$ cat src/pio_pkg.sv
// Purpose: shared constants for the parallel io port block
// Assumes: 8-bit register port, byte offsets as printed
// Notes: data latches have no reset value
package pio_pkg;
    localparam logic [3:0] OFS_PORT_A_DATA = 4'h0;
    localparam logic [3:0] OFS_PORT_B_DATA = 4'h1;
    localparam logic [3:0] OFS_PORT_C_DATA = 4'h2;
    localparam logic [3:0] OFS_PORT_D_DATA = 4'h3;
    localparam logic [3:0] OFS_PORT_A_DIRECTION = 4'h4;
    localparam logic [3:0] OFS_PORT_B_DIRECTION = 4'h5;
    localparam logic [3:0] OFS_PORT_C_DIRECTION = 4'h6;
    localparam logic [3:0] OFS_PORT_D_DIRECTION = 4'h7;
    localparam logic [3:0] OFS_PORT_E_DATA = 4'h8;
    localparam logic [3:0] OFS_PORT_E_DIRECTION = 4'hc;
    localparam logic [3:0] OFS_PORT_A_PULLUP_ENABLE = 4'hd;
    localparam logic [3:0] OFS_PORT_C_PULLUP_ENABLE = 4'he;
    localparam logic [3:0] OFS_PORT_D_PULLUP_ENABLE = 4'hf;
    localparam logic [7:0] DIRECTION_RESET = 8'h00;
    localparam logic [7:0] PULLUP_RESET = 8'h00;
    localparam logic [7:0] MASK_PORT_C = 8'h7f;
    localparam logic [7:0] MASK_PORT_E = 8'h03;
    localparam int SPI_PIN_LO = 0;
    localparam int TIMER_PIN_LO = 4;
    localparam logic [4:0] ADC_CHANNEL_COUNT = 5'h08;
endpackage

$ cat src/pio_ports.sv
// Purpose: five parallel io ports (a..e), 33 pins, with direction, pullup and peripheral takeover
// Assumes: one clock, 8-bit register port with one-cycle read data
// Notes: pins are sampled through three flops before software sees them
//
// Functional notes
// thirty-three two-way pins in ports a to e
// each pin set as input or output by software
// ports a, c, d have pullup enables, active only for inputs
// output direction disables the pullup whatever its enable says
// data latches keep their value through reset
// port a direction at 0x0004, eight bits, reset zero
// port b direction at 0x0005, eight bits, reset zero
// port c data holds bits 6..0, bit 7 reads zero
// port c direction bits 6..0, reset zero, bit 7 reads zero
// port d direction eight bits, reset zero
// port e data bits 1..0 only, others zero, no reset
// port e direction bits 1..0, reset zero, others read zero
// port a pullup enable eight bits, reset zero
// port c pullup enable bits 6..0, reset zero, bit 7 zero
// port d pullup enable eight bits, reset zero
// peripheral enables take pins away from the port logic
// data read gives latch for outputs, pin level for inputs
// data writes always update the latch
// direction one drives the pin, zero releases it
// selected adc channel pin forced to analog input
// one-cycle accesses, new values act on the next edge
//
// Decided for this implementation: the plain strobed port.
`timescale 1ns/1ps
`default_nettype none
module pio_ports (
    input wire logic clk, // 25 MHz system clock
    input wire logic rst_b, // async reset, active low
    input wire logic [3:0] addr, // register offset
    input wire logic [7:0] wdata, // write data
    input wire logic wr, // write strobe
    input wire logic rd, // read strobe
    output logic [7:0] rdata, // read data, cycle after rd
    input wire logic [7:0] port_a_in, // port a pin levels
    output logic [7:0] port_a_out, // port a drive value
    output logic [7:0] port_a_oe, // port a drive enable
    output logic [7:0] port_a_pullup, // port a pullup on
    input wire logic [7:0] port_b_in, // port b pin levels
    output logic [7:0] port_b_out, // port b drive value
    output logic [7:0] port_b_oe, // port b drive enable
    output logic [7:0] port_b_analog, // port b pin given to adc
    input wire logic [6:0] port_c_in, // port c pin levels
    output logic [6:0] port_c_out, // port c drive value
    output logic [6:0] port_c_oe, // port c drive enable
    output logic [6:0] port_c_pullup, // port c pullup on
    input wire logic [7:0] port_d_in, // port d pin levels
    output logic [7:0] port_d_out, // port d drive value
    output logic [7:0] port_d_oe, // port d drive enable
    output logic [7:0] port_d_pullup, // port d pullup on
    input wire logic [1:0] port_e_in, // port e pin levels
    output logic [1:0] port_e_out, // port e drive value
    output logic [1:0] port_e_oe, // port e drive enable
    input wire logic [7:0] keypad_pin_enables, // keypad owns port a bit
    input wire logic [4:0] analog_channel_select, // adc channel, 0..7 on port b
    input wire logic serial_periph_enable, // spi owns port d 3..0
    input wire logic [1:0] timer_ch0_edge_level_select_first, // first timer ch0, pin d4
    input wire logic [1:0] timer_ch1_edge_level_select_first, // first timer ch1, pin d5
    input wire logic [1:0] timer_ch0_edge_level_select_second, // second timer ch0, pin d6
    input wire logic [1:0] timer_ch1_edge_level_select_second, // second timer ch1, pin d7
    input wire logic async_serial_enable, // serial interface owns port e
    output logic [7:0] port_a_periph_owned, // port a taken by keypad
    output logic [7:0] port_d_periph_owned, // port d taken by spi or timers
    output logic [1:0] port_e_periph_owned, // port e taken by serial
    output logic [7:0] keypad_inputs // synchronised port a levels for keypad
);
    logic [7:0] port_a_data;
    logic [7:0] port_b_data;
    logic [6:0] port_c_data;
    logic [7:0] port_d_data;
    logic [1:0] port_e_data;
    logic [7:0] port_a_direction;
    logic [7:0] port_b_direction;
    logic [6:0] port_c_direction;
    logic [7:0] port_d_direction;
    logic [1:0] port_e_direction;
    logic [7:0] port_a_pullup_enable;
    logic [6:0] port_c_pullup_enable;
    logic [7:0] port_d_pullup_enable;
    logic [32:0] pin_s1;
    logic [32:0] pin_s2;
    logic [32:0] pin_s3;
    logic [32:0] pin_level;
    logic [7:0] next_rdata;
    logic [7:0] next_analog;
    logic [7:0] next_d_owned;

    // latch for outputs, debounced level for inputs
    function automatic logic [7:0] port_read(input logic [7:0] dir, input logic [7:0] latch,
                                             input logic [7:0] pin);
        port_read = (dir & latch) | (~dir & pin);
    endfunction

    // three-stage sampler; a level counts when stages two and three agree
    always_ff @(posedge clk or negedge rst_b) begin
        if (!rst_b) begin
            pin_s1 <= 33'h0_0000_0000;
            pin_s2 <= 33'h0_0000_0000;
            pin_s3 <= 33'h0_0000_0000;
        end else begin
            pin_s1 <= {port_e_in, port_d_in, port_c_in, port_b_in, port_a_in};
            pin_s2 <= pin_s1;
            pin_s3 <= pin_s2;
        end
    end

    always_ff @(posedge clk or negedge rst_b) begin
        if (!rst_b) begin
            pin_level <= 33'h0_0000_0000;
        end else begin
            pin_level <= (pin_s2 & ~(pin_s2 ^ pin_s3)) | (pin_level & (pin_s2 ^ pin_s3));
        end
    end

    // no reset: latches hold their contents across reset
    always_ff @(posedge clk) begin
        if (wr) begin
            unique case (addr)
                pio_pkg::OFS_PORT_A_DATA: port_a_data <= wdata;
                pio_pkg::OFS_PORT_B_DATA: port_b_data <= wdata;
                pio_pkg::OFS_PORT_C_DATA: port_c_data <= wdata[6:0];
                pio_pkg::OFS_PORT_D_DATA: port_d_data <= wdata;
                pio_pkg::OFS_PORT_E_DATA: port_e_data <= wdata[1:0];
                default: ;
            endcase
        end
    end

    always_ff @(posedge clk or negedge rst_b) begin
        if (!rst_b) begin
            port_a_direction <= pio_pkg::DIRECTION_RESET;
            port_b_direction <= pio_pkg::DIRECTION_RESET;
            port_c_direction <= pio_pkg::DIRECTION_RESET[6:0];
            port_d_direction <= pio_pkg::DIRECTION_RESET;
            port_e_direction <= pio_pkg::DIRECTION_RESET[1:0];
        end else if (wr) begin
            unique case (addr)
                pio_pkg::OFS_PORT_A_DIRECTION: port_a_direction <= wdata;
                pio_pkg::OFS_PORT_B_DIRECTION: port_b_direction <= wdata;
                pio_pkg::OFS_PORT_C_DIRECTION: port_c_direction <= wdata[6:0];
                pio_pkg::OFS_PORT_D_DIRECTION: port_d_direction <= wdata;
                pio_pkg::OFS_PORT_E_DIRECTION: port_e_direction <= wdata[1:0];
                default: ;
            endcase
        end
    end

    always_ff @(posedge clk or negedge rst_b) begin
        if (!rst_b) begin
            port_a_pullup_enable <= pio_pkg::PULLUP_RESET;
            port_c_pullup_enable <= pio_pkg::PULLUP_RESET[6:0];
            port_d_pullup_enable <= pio_pkg::PULLUP_RESET;
        end else if (wr) begin
            unique case (addr)
                pio_pkg::OFS_PORT_A_PULLUP_ENABLE: port_a_pullup_enable <= wdata;
                pio_pkg::OFS_PORT_C_PULLUP_ENABLE: port_c_pullup_enable <= wdata[6:0];
                pio_pkg::OFS_PORT_D_PULLUP_ENABLE: port_d_pullup_enable <= wdata;
                default: ;
            endcase
        end
    end

    // read mux; unmapped offsets 9..b read zero
    always_comb begin
        next_rdata = 8'h00;
        unique case (addr)
            pio_pkg::OFS_PORT_A_DATA: next_rdata = port_read(port_a_direction, port_a_data, pin_level[7:0]);
            pio_pkg::OFS_PORT_B_DATA: next_rdata = port_read(port_b_direction, port_b_data, pin_level[15:8]);
            pio_pkg::OFS_PORT_C_DATA: next_rdata = pio_pkg::MASK_PORT_C & port_read({1'b0, port_c_direction},
                                                   {1'b0, port_c_data}, {1'b0, pin_level[22:16]});
            pio_pkg::OFS_PORT_D_DATA: next_rdata = port_read(port_d_direction, port_d_data, pin_level[30:23]);
            pio_pkg::OFS_PORT_A_DIRECTION: next_rdata = port_a_direction;
            pio_pkg::OFS_PORT_B_DIRECTION: next_rdata = port_b_direction;
            pio_pkg::OFS_PORT_C_DIRECTION: next_rdata = {1'b0, port_c_direction};
            pio_pkg::OFS_PORT_D_DIRECTION: next_rdata = port_d_direction;
            pio_pkg::OFS_PORT_E_DATA: next_rdata = pio_pkg::MASK_PORT_E & port_read({6'h00, port_e_direction},
                                                   {6'h00, port_e_data}, {6'h00, pin_level[32:31]});
            pio_pkg::OFS_PORT_E_DIRECTION: next_rdata = {6'h00, port_e_direction};
            pio_pkg::OFS_PORT_A_PULLUP_ENABLE: next_rdata = port_a_pullup_enable;
            pio_pkg::OFS_PORT_C_PULLUP_ENABLE: next_rdata = {1'b0, port_c_pullup_enable};
            pio_pkg::OFS_PORT_D_PULLUP_ENABLE: next_rdata = port_d_pullup_enable;
            default: next_rdata = 8'h00;
        endcase
    end

    always_ff @(posedge clk or negedge rst_b) begin
        if (!rst_b) begin
            rdata <= 8'h00;
        end else if (rd) begin
            rdata <= next_rdata;
        end else begin
            rdata <= 8'h00;
        end
    end

    // peripheral ownership decode
    always_comb begin
        next_analog = 8'h00;
        if (analog_channel_select < pio_pkg::ADC_CHANNEL_COUNT) begin
            next_analog[analog_channel_select[2:0]] = 1'b1;
        end
        next_d_owned = 8'h00;
        next_d_owned[pio_pkg::SPI_PIN_LO +: 4] = {4{serial_periph_enable}};
        next_d_owned[pio_pkg::TIMER_PIN_LO + 0] = |timer_ch0_edge_level_select_first;
        next_d_owned[pio_pkg::TIMER_PIN_LO + 1] = |timer_ch1_edge_level_select_first;
        next_d_owned[pio_pkg::TIMER_PIN_LO + 2] = |timer_ch0_edge_level_select_second;
        next_d_owned[pio_pkg::TIMER_PIN_LO + 3] = |timer_ch1_edge_level_select_second;
    end

    // pin drive registered so every output leaves a flop; one edge of latency
    always_ff @(posedge clk or negedge rst_b) begin
        if (!rst_b) begin
            port_a_out <= 8'h00;
            port_a_oe <= 8'h00;
            port_a_pullup <= 8'h00;
            port_b_out <= 8'h00;
            port_b_oe <= 8'h00;
            port_b_analog <= 8'h00;
            port_c_out <= 7'h00;
            port_c_oe <= 7'h00;
            port_c_pullup <= 7'h00;
            port_d_out <= 8'h00;
            port_d_oe <= 8'h00;
            port_d_pullup <= 8'h00;
            port_e_out <= 2'h0;
            port_e_oe <= 2'h0;
            port_a_periph_owned <= 8'h00;
            port_d_periph_owned <= 8'h00;
            port_e_periph_owned <= 2'h0;
            keypad_inputs <= 8'h00;
        end else begin
            port_a_out <= port_a_data;
            port_a_oe <= port_a_direction & ~keypad_pin_enables;
            port_a_pullup <= port_a_pullup_enable & ~port_a_direction;
            port_b_out <= port_b_data;
            port_b_oe <= port_b_direction & ~next_analog;
            port_b_analog <= next_analog;
            port_c_out <= port_c_data;
            port_c_oe <= port_c_direction;
            port_c_pullup <= port_c_pullup_enable & ~port_c_direction;
            port_d_out <= port_d_data;
            port_d_oe <= port_d_direction & ~next_d_owned;
            port_d_pullup <= port_d_pullup_enable & ~port_d_direction;
            port_e_out <= port_e_data;
            port_e_oe <= port_e_direction & ~{2{async_serial_enable}};
            port_a_periph_owned <= keypad_pin_enables;
            port_d_periph_owned <= next_d_owned;
            port_e_periph_owned <= {2{async_serial_enable}};
            keypad_inputs <= pin_level[7:0];
        end
    end
endmodule // pio_ports
`default_nettype wire

$ cat config.mk
export PLATFORM = sky130hd
export DESIGN_NAME = pio_ports
export DESIGN_NICKNAME = d
export VERILOG_FILES = /design/src/pio_pkg.sv /design/src/pio_ports.sv
export SDC_FILE = /design/constraint.sdc
export NUM_CORES = 1
export LEC_CHECK = 0
export BUFFER_PORTS_ARGS = -buffer_cell sky130_fd_sc_hd__buf_2
export CAP_MARGIN = 0
export CELL_PAD_IN_SITES_DETAIL_PLACEMENT = 1
export CELL_PAD_IN_SITES_GLOBAL_PLACEMENT = 1
export CORE_MARGIN = 1.5
export CORE_UTILIZATION = 43
export DETAILED_ROUTE_END_ITERATION = 12
export PLACE_DENSITY = 0.77
export SETUP_SLACK_MARGIN = 0.4
export SLEW_MARGIN = 20
export SYNTH_ARGS = -nofsm -noshare
export SYNTH_HDL_FRONTEND = slang
export SYNTH_SLANG_ARGS = --single-unit
$ cat constraint.sdc
create_clock -name clk -period 2.53 [get_ports clk]
set_input_delay 0.506 -clock clk [delete_from_list [all_inputs] [get_ports clk]]
set_output_delay 0.506 -clock clk [all_outputs]
set_load 0.005 [all_outputs]
* Word level (Yosys, flattened, before mapping)
Cells that the tools add are included.
** Cells by class
- $lt $le $gt $ge :: 3
- Bitwise logic cells :: 37
- Reduce and logical (&&, ||, !) cells :: 19
- Multiplexer cells :: 5
- Equality and inequality tests :: 12
** Operator list (number)
- $pmux 8 s13 :: 1
- $and 8x8->8 :: 11
- $and 33x33->33 :: 2
- $not 8->8 :: 6
- $not 33->33 :: 1
- $or 33x33->33 :: 1
- $xor 33x33->33 :: 1
- $reduce_and 2->1 :: 13
- $or 8x8->8 :: 3
- $and 7x7->7 :: 3
- $eq 4x4->1 const B :: 5
- $eq 4x3->1 const B :: 4
- $mux 8 :: 2
- $not 7->7 :: 2
- $eq 4x2->1 const B :: 2
- $reduce_or 2->1 :: 4
- $or 7x7->7 :: 1
- $and 2x2->2 :: 3
- $lt 5x4->1 const B :: 1
- $eq 4x1->1 const B :: 1
- $logic_not 4->1 :: 1
- $lt 3x4->1 const B :: 1
- $not 2->2 :: 2
- $demux 1 s3 :: 1
- 4 further kinds :: 4
** Storage, ports and cells
- Input port bits :: 72
- Logic and storage cells :: 112
- Output and inout bits :: 131
- Register bits after elaboration :: 351

* Logic depth before layout (Yosys ltp)
Gate-level depths: netlist (run 1).
- Depth after elaboration :: 7
- Depth in mapped cells :: 7
- Depth with buffers taken out :: 4

* Worst setup path before layout (run 1)
OpenSTA, ideal clock, no wires.
- Kind :: input-to-reg
- From :: input addr[1]
- To :: register port_b_data[0] (enable)
- Path buffers :: 2
- Cell stages on the path :: 4
- Required time :: 2.160 ns
- Arrival :: 1.659 ns
- Library setup time :: 0.370 ns
- Setup slack :: 0.501 ns
- Cells stage by stage :: buf_6 or4b_4 buf_6 nor2_1
** On the way
- Longest elaborated chain between the ends :: 2
** Ends and longest elaborated chain
- from (decl) :: line pio_ports.sv:34 : input wire logic [3:0] addr,
- $eq 4x1->1 :: line pio_ports.sv:122 : unique case (addr)
- $reduce_and 2->1 (no source line)
- to (signal assigned) :: line pio_ports.sv:124 : pio_pkg::OFS_PORT_B_DATA: port_b_data <= wdata;
- to (decl) :: line pio_ports.sv:72 : logic [7:0] port_b_data;
No other way between the ends.
A chain may end at the register's enable or synchronous reset.

* Final worst setup path (run 1)
- From :: input addr[1]
- To :: register port_d_data[7] (enable)
** On the way
- Longest elaborated chain between the ends :: 2
** Ends and longest elaborated chain
- $eq 4x2->1 :: line pio_ports.sv:122
- $reduce_and 2->1 (no source line)
- to (signal assigned) :: line pio_ports.sv:126 : pio_pkg::OFS_PORT_D_DATA: port_d_data <= wdata;
- to (decl) :: line pio_ports.sv:74 : logic [7:0] port_d_data;
No other way between the ends.

==> out/results.ini, run 1 <==
[sta]
slew_headroom_pct = 58.0
tns_ns = 0
fin_crit_sh_pct = 76.2
fin_crit_ns = 1.93
setup_violations = 0
hold_viol = 0
timing_worst_slew_pin_value_ns = 0.627
fin_skew_ns = 0.0132
finalMaxSlewViolations = 0
fmax_mhz = 519
rsz0062_at_grt = no

[die]
die_area_mm2 = 0.0280
rows = 59
die_y_um = 167
io_pins = 203
start_util_pct = 44.2
die_x_um = 167
coreArea_mm2 = 0.0263

[grt]
antenna_found_initial = 2
grt_max_degree = 61
grt_pass1_vias = 7477
gr-total-overflow = 0
track_usage_pct = 21.7
grt_pass1_wl_um = 45700

[power_and_ir_drop]
power_density_mw_per_mm2 = 924
ir_worst_vdd_mv = 0.526
p_leak_uw = 0.00660

[layout]
reg_top3 = pin_s1 (33), pin_s2 (33), pin_s3 (33)
synthToLayoutAreaGrowth_pct = 23.9
layout-drive-gt1-share_pct = 37.6
fillCellCount = 2547
nNetsFinal = 1011
fin_cells = 1301
final_cell_mix = 315 x dfrtp_1, 201 x buf_2, 62 x mux2_2, 49 x nor2b_1, 37 x clkbuf_16
final_common_cell = dfrtp_1

[run]
drv_cap = 0

[hold_path]
hold-path-cell-count = 1
hold_start = port_c_in[3]
hold_class = in -> reg

[clock_tree]
clockBufferDepth = 3
cts_tree = done
htreeDepth = 2
cts_buffers = 35
cts_root_buf = clkbuf_16
cts_sinks = 348
postCtsSetupRepairBufs = 0
path_clk_slew_ns = 0.06
insertion_delay_ns = 0.51
ctsResizeCount = 0
postCtsHoldBufs = 1

[setup_path]
timing.critical_path.from = addr[1]
max_stage_delay_ns = 0.56
arrival_ns = 2.14
path_class = in -> reg
crit_family = simple AND/OR/NAND/NOR gates
worstReg2RegStart = port_b_direction[0]
path_buf_inv = 2
reg2reg_depth = 4
crit_path_end_kind = register
cp_num_cells = 4
cp-start-kind = input port
worstPathMaxFanout = 16
worstPathCellList = buf_2 > nand4bb_1 > nor2_1 > buf_4
crit_slowest_cell = nand4bb_1
required_ns = 2.74

[run_status]
status = complete, no violations

[detailed_routing]
num_vias = 6785
first_iter_violations = 468
routed_wirelength_um = 29500
antenna_left = 0
drtPass1Iterations = 4
avgViaCountPerCell = 5.22
drc_errors = 0
wl_per_cell_um = 22.7

[yosys]
synth_edf_count = 33
ys_ff_latch = 348
ys_warn_count = 0
synthCells = 690
ys_seq_area_share_pct = 76.5
ys.flop_type = dfrtp_1
syn_nets = 762
syn_area_per_cell_um2 = 16.8
synth_cell_types = 54
synth-async-reset-ratio_pct = 90.5
synth_area_mm2 = 0.0116

[placed_design]
io_buffers = 202
dp_cells = 1236
hpwl_um = 20100
routabilityCongestion = 0.863

Yosys cell counts (3+ instances only):
library cell | n | area [um^2]
mux2i_1 | 31 | 310
dfrtp_1 | 315 | 7880
edfxtp_1 | 33 | 991
a32oi_1 | 3 | 26.3
buf_2 | 7 | 35.0
buf_4 | 6 | 45.0
mux2_2 | 62 | 698
nor2_1 | 21 | 78.8
nand3_1 | 7 | 35.0
o22ai_1 | 9 | 56.3
nor3_1 | 3 | 15.0
or2_2 | 4 | 25.0
a22o_1 | 3 | 26.3
buf_6 | 5 | 56.3
nand2b_1 | 6 | 37.5
nor2b_1 | 49 | 307
maj3_1 | 33 | 330
nor2_2 | 5 | 31.3
o21ai_0 | 5 | 25.0
a21oi_1 | 6 | 30.0
a31oi_1 | 5 | 31.3
inv_1 | 9 | 33.8
nand2_1 | 16 | 60.1
o2bb2ai_1 | 5 | 43.8
area by class of cell:
cell class | instances | area (um^2) | share of cell area [%]
Sequential cell | 348 | 8870 | 61.7
Multi-Input combinational cell | 313 | 2550 | 17.8
Timing Repair Buffer | 232 | 1300 | 9.03
Clock buffer | 47 | 993 | 6.91
Tap cell | 335 | 419 | 2.91
Clock inverter | 16 | 204 | 1.42
Inverter | 9 | 33.8 | 0.235
Antenna cell | 1 | 2.50 | 0.0174
routing by layer:
layer | GRT usage, % | share of wire, %
met1 | 29.0 | 42
met2 | 35.5 | 48
met3 | 4.18 | 5.8
met4 | 8.38 | 3.5
met5 | 0 | 0.041
per-stage QoR:
step | hold slack [ns] | setup slack (ns) | total power, uW | area [um^2] | utilization, %
finish | 0.103 | 0.603 | 13300 | 14400 | 54.7
global route | 0.0913 | 0.611 | 13800 | 14400 | 54.7
CTS | 0.0905 | 0.700 | 13400 | 14400 | 54.7
detailed placement | 0.336 | 0.175 | 8040 | 13200 | 50.1
global placement | 0.332 | 0.205 | 7980 | 13200 | 50.1
floorplan | 0.210 | 0.501 | 7230 | 11600 | -
logic make-up (layout without fill, tap and decap cells):
family / count (synthesis) / count (layout) / synth area share (%)
muxes: 95 / 95 / 9.08
other: 0 / 1 / 0
buffers and inverters: 29 / 304 / 1.53
DFF: 348 / 348 / 76.5
adders and majority gates: 33 / 33 / 2.85
and+or+nand+nor: 128 / 128 / 6.40
AOI/OAI and AO/OA: 57 / 57 / 3.69
path summary, 6_finish.rpt:
kind | slack [ns] | endpoint
max | 0.60 | port_d_data[7]
min | 0.10 | pin_s1[19]
max reg2reg | 0.97 | rdata[0]
min reg2reg | 0.34 | pin_s2[6]
max in group asynchronous | 1.21 | pin_s1[21]
min in group asynchronous | 0.54 | port_c_oe[5]
report_power, final:
part,internal [uW],switching (uW),total [uW]
combinational,658,610,1270
sequential,6210,485,6700
clock,3270,2050,5320
total,10100,3150,13300
Power figures use the tool's default switching activity.
==> run 2, diff against run 1 <==
Settings changed: CORE_UTILIZATION 43 to 42, PLACE_DENSITY 0.77 to 0.78.
Clock period 2.53 ns to 1.5 ns, I/O delays scaled along.
==> run 2 against run 1 <==
Worst hold slack lost 0.058 ns. Via count increased by 6.4%. Critical path depth stayed put. Highest routed layer is now met4. Register-to-register slack worse by 0.83 ns. Sequential cell count is the same. Clock power rose by 66%. Combinational power rose by 130%. Total power is 73% higher. Sequential power increased by 67%. Largest power group unchanged. Count of clock-buffer cells in the layout up 2. Worst setup slack worse by 0.46 ns.
==> out/results.ini, run 2 (synthesized netlist as in run 1, its figures left out) <==
[sta]
fmax_mhz = 734
fin_skew_ns = 0.0133  ; +0.0000677 ns
hold_viol = 0  ; unchanged
finalMaxSlewViolations = 0  ; unchanged
timing_worst_slew_pin_value_ns = 0.506  ; -0.121 ns
fin_crit_sh_pct = 90.8
setup_violations = 0  ; unchanged
slew_headroom_pct = 66.2  ; +8.2 points
rsz0062_at_grt = yes
fin_crit_ns = 1.36

[detailed_routing]
wl_per_cell_um = 22.8  ; +0.29%
first_iter_violations = 461  ; -1.5%
avgViaCountPerCell = 5.04  ; -3.4%
drtPass1Iterations = 4  ; unchanged
antenna_left = 0  ; unchanged
routed_wirelength_um = 32600  ; +10%
num_vias = 7218  ; +6.4%
drc_errors = 0  ; unchanged

[clock_tree]
clockBufferDepth = 3  ; unchanged
cts_root_buf = clkbuf_16
htreeDepth = 2  ; unchanged
cts_buffers = 36  ; +2.9%
path_clk_slew_ns = 0.06  ; about the same
insertion_delay_ns = 0.52  ; about the same
cts_sinks = 348  ; unchanged
cts_tree = done

[setup_path]
arrival_ns = 1.74  ; -0.40 ns
required_ns = 1.87  ; -0.87 ns
path_class = reg -> reg
cp-start-kind = register
crit_path_end_kind = register
worstPathMaxFanout = 2  ; -14

[layout]
nNetsFinal = 1140  ; +13%
final_common_cell = dfrtp_1
synthToLayoutAreaGrowth_pct = 37.2
final_cell_mix = 305 x dfrtp_1, 197 x buf_2, 86 x buf_4, 51 x dlygate4sd3_1, 49 x nor2b_1
reg_top3 = pin_s1 (33), pin_s2 (33), pin_s3 (33)
fin_cells = 1433  ; +10%
layout-drive-gt1-share_pct = 45.0  ; +7.3 points
antenna_cells = 0  ; -1

[placed_design]
hpwl_um = 21300  ; +6.1%
io_buffers = 202  ; unchanged
dp_cells = 1295  ; +4.8%
routabilityCongestion = 0.854  ; -1.1%

[grt]
track_usage_pct = 23.5  ; +1.7 points
antenna_found_initial = 0  ; -2
grt_pass1_vias = 8011  ; +7.1%
grt_pass1_wl_um = 49200  ; +7.6%
gr-total-overflow = 0  ; unchanged
grt_max_degree = 71  ; +16%

[die]
die_y_um = 169  ; +1.2%
start_util_pct = 42.9  ; -1.2 points
io_pins = 203  ; unchanged
die_x_um = 169  ; +1.2%
rows = 60  ; +1.7%
coreArea_mm2 = 0.0270  ; +2.8%
die_area_mm2 = 0.0286  ; +2.3%

[power_and_ir_drop]
finalPower_uw = 23000  ; +73%
power_density_mw_per_mm2 = 1440  ; +56%
p_leak_uw = 0.00729  ; +10%
ir_worst_vdd_mv = 0.840  ; +60%

[run_status]
status = complete, no violations

[hold_path]
hold_class = in -> reg

[run]
drv_cap = 0  ; unchanged

[run 2: metal layers]
layer | global-route usage [%] | share of wire (%) | wire length (um) | vias to the layer above
li1 | - | - | - | 3185
met1 | 30.7 | 42 | 13700 | 3734
met2 | 40.0 | 50 | 16400 | 243
met3 | 4.20 | 5.1 | 1650 | 56
met4 | 7.27 | 2.7 | 883 | 0
met5 | 0 | 0 | 0 | -
[run 2: final timing paths]
check	to	startpoint	slack, ns	cells after the start
min in group asynchronous	async pin	rst_b	0.22	2
hold / removal	port_b_analog[1]	analog_channel_select[1]	0.04	2
setup / recovery	rdata[1]	port_e_direction[1]	0.14	4
hold reg to reg	pin_s2[6]	pin_s1[6]	0.34	0
setup reg to reg	rdata[1]	port_e_direction[1]	0.14	4
max in group asynchronous	port_a_oe[0]	rst_b	0.56	4
[run 2: metrics by stage]
stage	hold slack [ns]	utilization [%]	setup TNS (ns)	setup slack, ns	instance area, um^2
6_report	0.0444	58.9	0	0.139	15900
5_1_grt	0.0416	58.9	0	0.104	15900
4_1_cts	0.0271	58.5	0	0.128	15800
3_5_place_dp	0.151	50.9	-17.02	-0.320	13800
3_3_place_gp	0.149	50.9	-15.10	-0.284	13800
2_1_floorplan	0.00441	-	-1.44	-0.0615	11800
[run 2: timing repair]
action | 4_1_cts | 5_1_grt
endpoints found under the hold margin | 290 | 0
resized for setup | 45 | 23
hold buffers | 51 | 0
pin swaps | 21 | 5
endpoints found under the setup margin | 213 | 196
gates cloned | 2 | 0
buffers inserted | 21 | 2
[run 2: cell type report]
type / instances / area (um^2)
fillers: 2576 / 11100
repair buffers: 358 / 2520
inverters: 9 / 33.8
flip-flops and latches: 348 / 8890
clock buffers: 49 / 1040
clock inverters: 13 / 124
multi-input cells: 315 / 2900
well taps: 341 / 427
[run 2: critical path, cell delays in order, from the launching register on]
cell and delay (ns):
dfrtp_1 0.42, mux2_4 0.33, a32oi_1 0.22, o22a_1 0.15
a41oi_1 0.11
[run 2: power by group]
group	switching, uW	leakage, uW	internal (uW)
Clock	3610	0.000586	5210
Sequential	717	0.00409	10500
Combinational	1310	0.00262	1640
==> run 3, diff against run 2 <==
Settings changed: RECOVER_POWER set to 100.
==> run 3 against run 2 <==
Sequential share of layout area grew 1.6 points. Register-to-register slack lost 0.05 ns. Clock skew is essentially flat. Maximum frequency shrank 3.6%. Critical path type unchanged. Critical endpoint unchanged. Largest cell class unchanged.
==> out/results.ini, run 3 (synthesized netlist as in run 1, its figures left out) <==
[run_status]
status = complete, no violations

[sta]
finalMaxSlewViolations = 0  ; unchanged
slew_headroom_pct = 52.6  ; -14 points
fmax_mhz = 708  ; -3.6%
fin_crit_ns = 1.41  ; +0.0515 ns
setup_violations = 0  ; unchanged
tns_ns = 0  ; unchanged
hold_viol = 0  ; unchanged
rsz0062_at_grt = yes
fin_skew_ns = 0.0133  ; +0.0000366 ns
setup_ws_ns = 0.0870  ; -0.0515 ns
timing_worst_slew_pin_value_ns = 0.711  ; +0.205 ns
fin_crit_sh_pct = 94.2  ; +3.4 points

[setup_path]
r2r_slack_ns = 0.09  ; -0.05 ns
reg2reg_depth = 4  ; unchanged
arrival_ns = 1.78  ; +0.04 ns
worstPathCellList = mux2_1 > a32oi_1 > o22a_1 > a41oi_1
cp-start-kind = register
path_buf_inv = 0  ; unchanged
worstReg2RegStart = port_e_direction[1]
crit_path_end_kind = register
max_stage_delay_ns = 0.41  ; about the same
path_class = reg -> reg
timing.rr.end = rdata[1]
crit_slowest_cell = dfrtp_1
crit_family = compound AO/OA/AOI/OAI gates
worstPathMaxFanout = 2  ; unchanged
required_ns = 1.87  ; about the same

[clock_tree]
cts_tree = done
path_clk_slew_ns = 0.06  ; about the same
cts_buffers = 36  ; unchanged
insertion_delay_ns = 0.51  ; about the same
cts_sinks = 348  ; unchanged
cts_root_buf = clkbuf_16
clockBufferDepth = 3  ; unchanged
htreeDepth = 2  ; unchanged

[layout]
fillCellCount = 2674  ; +3.8%
nNetsFinal = 1140  ; unchanged
layout-drive-gt1-share_pct = 29.9  ; -15 points
synthToLayoutAreaGrowth_pct = 33.2
reg_top3 = pin_s1 (33), pin_s2 (33), pin_s3 (33)
final_util_pct = 57.2  ; -1.7 points
finish.instance_area_mm2 = 0.0155  ; -2.9%
final_common_cell = dfrtp_1
final_cell_mix = 311 x dfrtp_1, 137 x clkbuf_1, 89 x buf_2, 51 x dlygate4sd3_1, 51 x buf_4

[hold_path]
whs_endpoint = port_b_analog[1]
hold_start = analog_channel_select[1]
hold-path-cell-count = 2  ; unchanged
hold_class = in -> reg

[placed_design]
placed_cell_area_mm2 = 0.0138  ; unchanged
pre_cts_slack_ns = -0.320  ; unchanged
hpwl_um = 21300  ; unchanged
routabilityCongestion = 0.854  ; unchanged
io_buffers = 202  ; unchanged

[grt]
grt_pass1_wl_um = 49200  ; unchanged
gr-total-overflow = 0  ; unchanged
grt_max_degree = 71  ; unchanged
grt_pass1_vias = 8011  ; unchanged
antenna_found_initial = 1  ; +1
track_usage_pct = 23.5  ; unchanged

[detailed_routing]
drtPass1Iterations = 4  ; unchanged
routed_wirelength_um = 32700  ; +0.26%
drc_errors = 0  ; unchanged
num_vias = 7250  ; +0.44%
wl_per_cell_um = 22.8  ; +0.19%
antenna_left = 0  ; unchanged
first_iter_violations = 425  ; -7.8%
avgViaCountPerCell = 5.06  ; +0.37%

[power_and_ir_drop]
finalPower_uw = 22700  ; -1.2%
ir_worst_vdd_mv = 0.811  ; -3.4%
p_leak_uw = 0.00680  ; -6.8%
power_density_mw_per_mm2 = 1470  ; +1.8%

[die]
die_y_um = 169  ; unchanged
start_util_pct = 42.9  ; unchanged
io_pins = 203  ; unchanged
die_x_um = 169  ; unchanged
coreArea_mm2 = 0.0270  ; unchanged
rows = 60  ; unchanged
die_area_mm2 = 0.0286  ; unchanged

[run]
drv_cap = 0  ; unchanged

## run 3: cell types whose count changed in the layout (fill, tap and decap cells not counted), sizes merged
cell	delta
buf	-149
clkbuf	+149
diode	+1
## run 3: routing by layer
layer	GRT usage, %	vias to the layer above	share of wire [%]
met5	0	-	0
met4	7.27	0	2.5
met3	4.20	58	5.4
met2	40.0	248	50
met1	30.7	3760	42
li1	-	3184	-
## run 3: worst max-delay path by stage
stage	to	from	slack [ns]	cells after the start
after CTS	rdata[4]	rdata[4]	0.13	1
after floorplan	port_b_data[0]	addr[1]	-0.06	4
after global placement	port_b_data[4]	addr[3]	-0.28	3
after global routing	rdata[4]	port_a_direction[4]	0.03	4
final	rdata[1]	port_e_direction[1]	0.09	4
after detailed placement	port_b_data[4]	addr[3]	-0.32	3
## run 3: power by group
part / total (uW) / internal, uW / switching, uW
clock network: 8810 / 5210 / 3600
logic: 2700 / 1410 / 1290
registers: 11200 / 10500 / 717
total: 22700 / 17100 / 5610
## run 3: layout make-up
type	instances	area, um^2	area share [%]
well taps	341	427	2.76
inverters	9	33.8	0.218
clock inverters	13	124	0.801
clock buffers	49	1040	6.73
flip-flops and latches	348	8880	57.4
multi-input cells	315	2750	17.8
repair buffers	358	2210	14.3
diodes	1	2.50	0.0162
## run 3: stage by stage
| step | hold slack (ns) | cells |
|---|---|---|
| final | 0.0427 | 1434 |
| after CTS | 0.0271 | 1431 |
| after floorplan | 0.00441 | 690 |
| after global routing | 0.0590 | 1433 |
| after global placement | 0.149 | 1295 |
| after detailed placement | 0.151 | 1295 |
## run 3: what timing repair did
action	4_1_cts	5_1_grt
cloned	2	0
buffers inserted	21	2
gates resized for setup	45	23
pin swaps	21	5
hold buffers	51	0
setup endpoints to repair	213	196
hold endpoints to repair	290	0
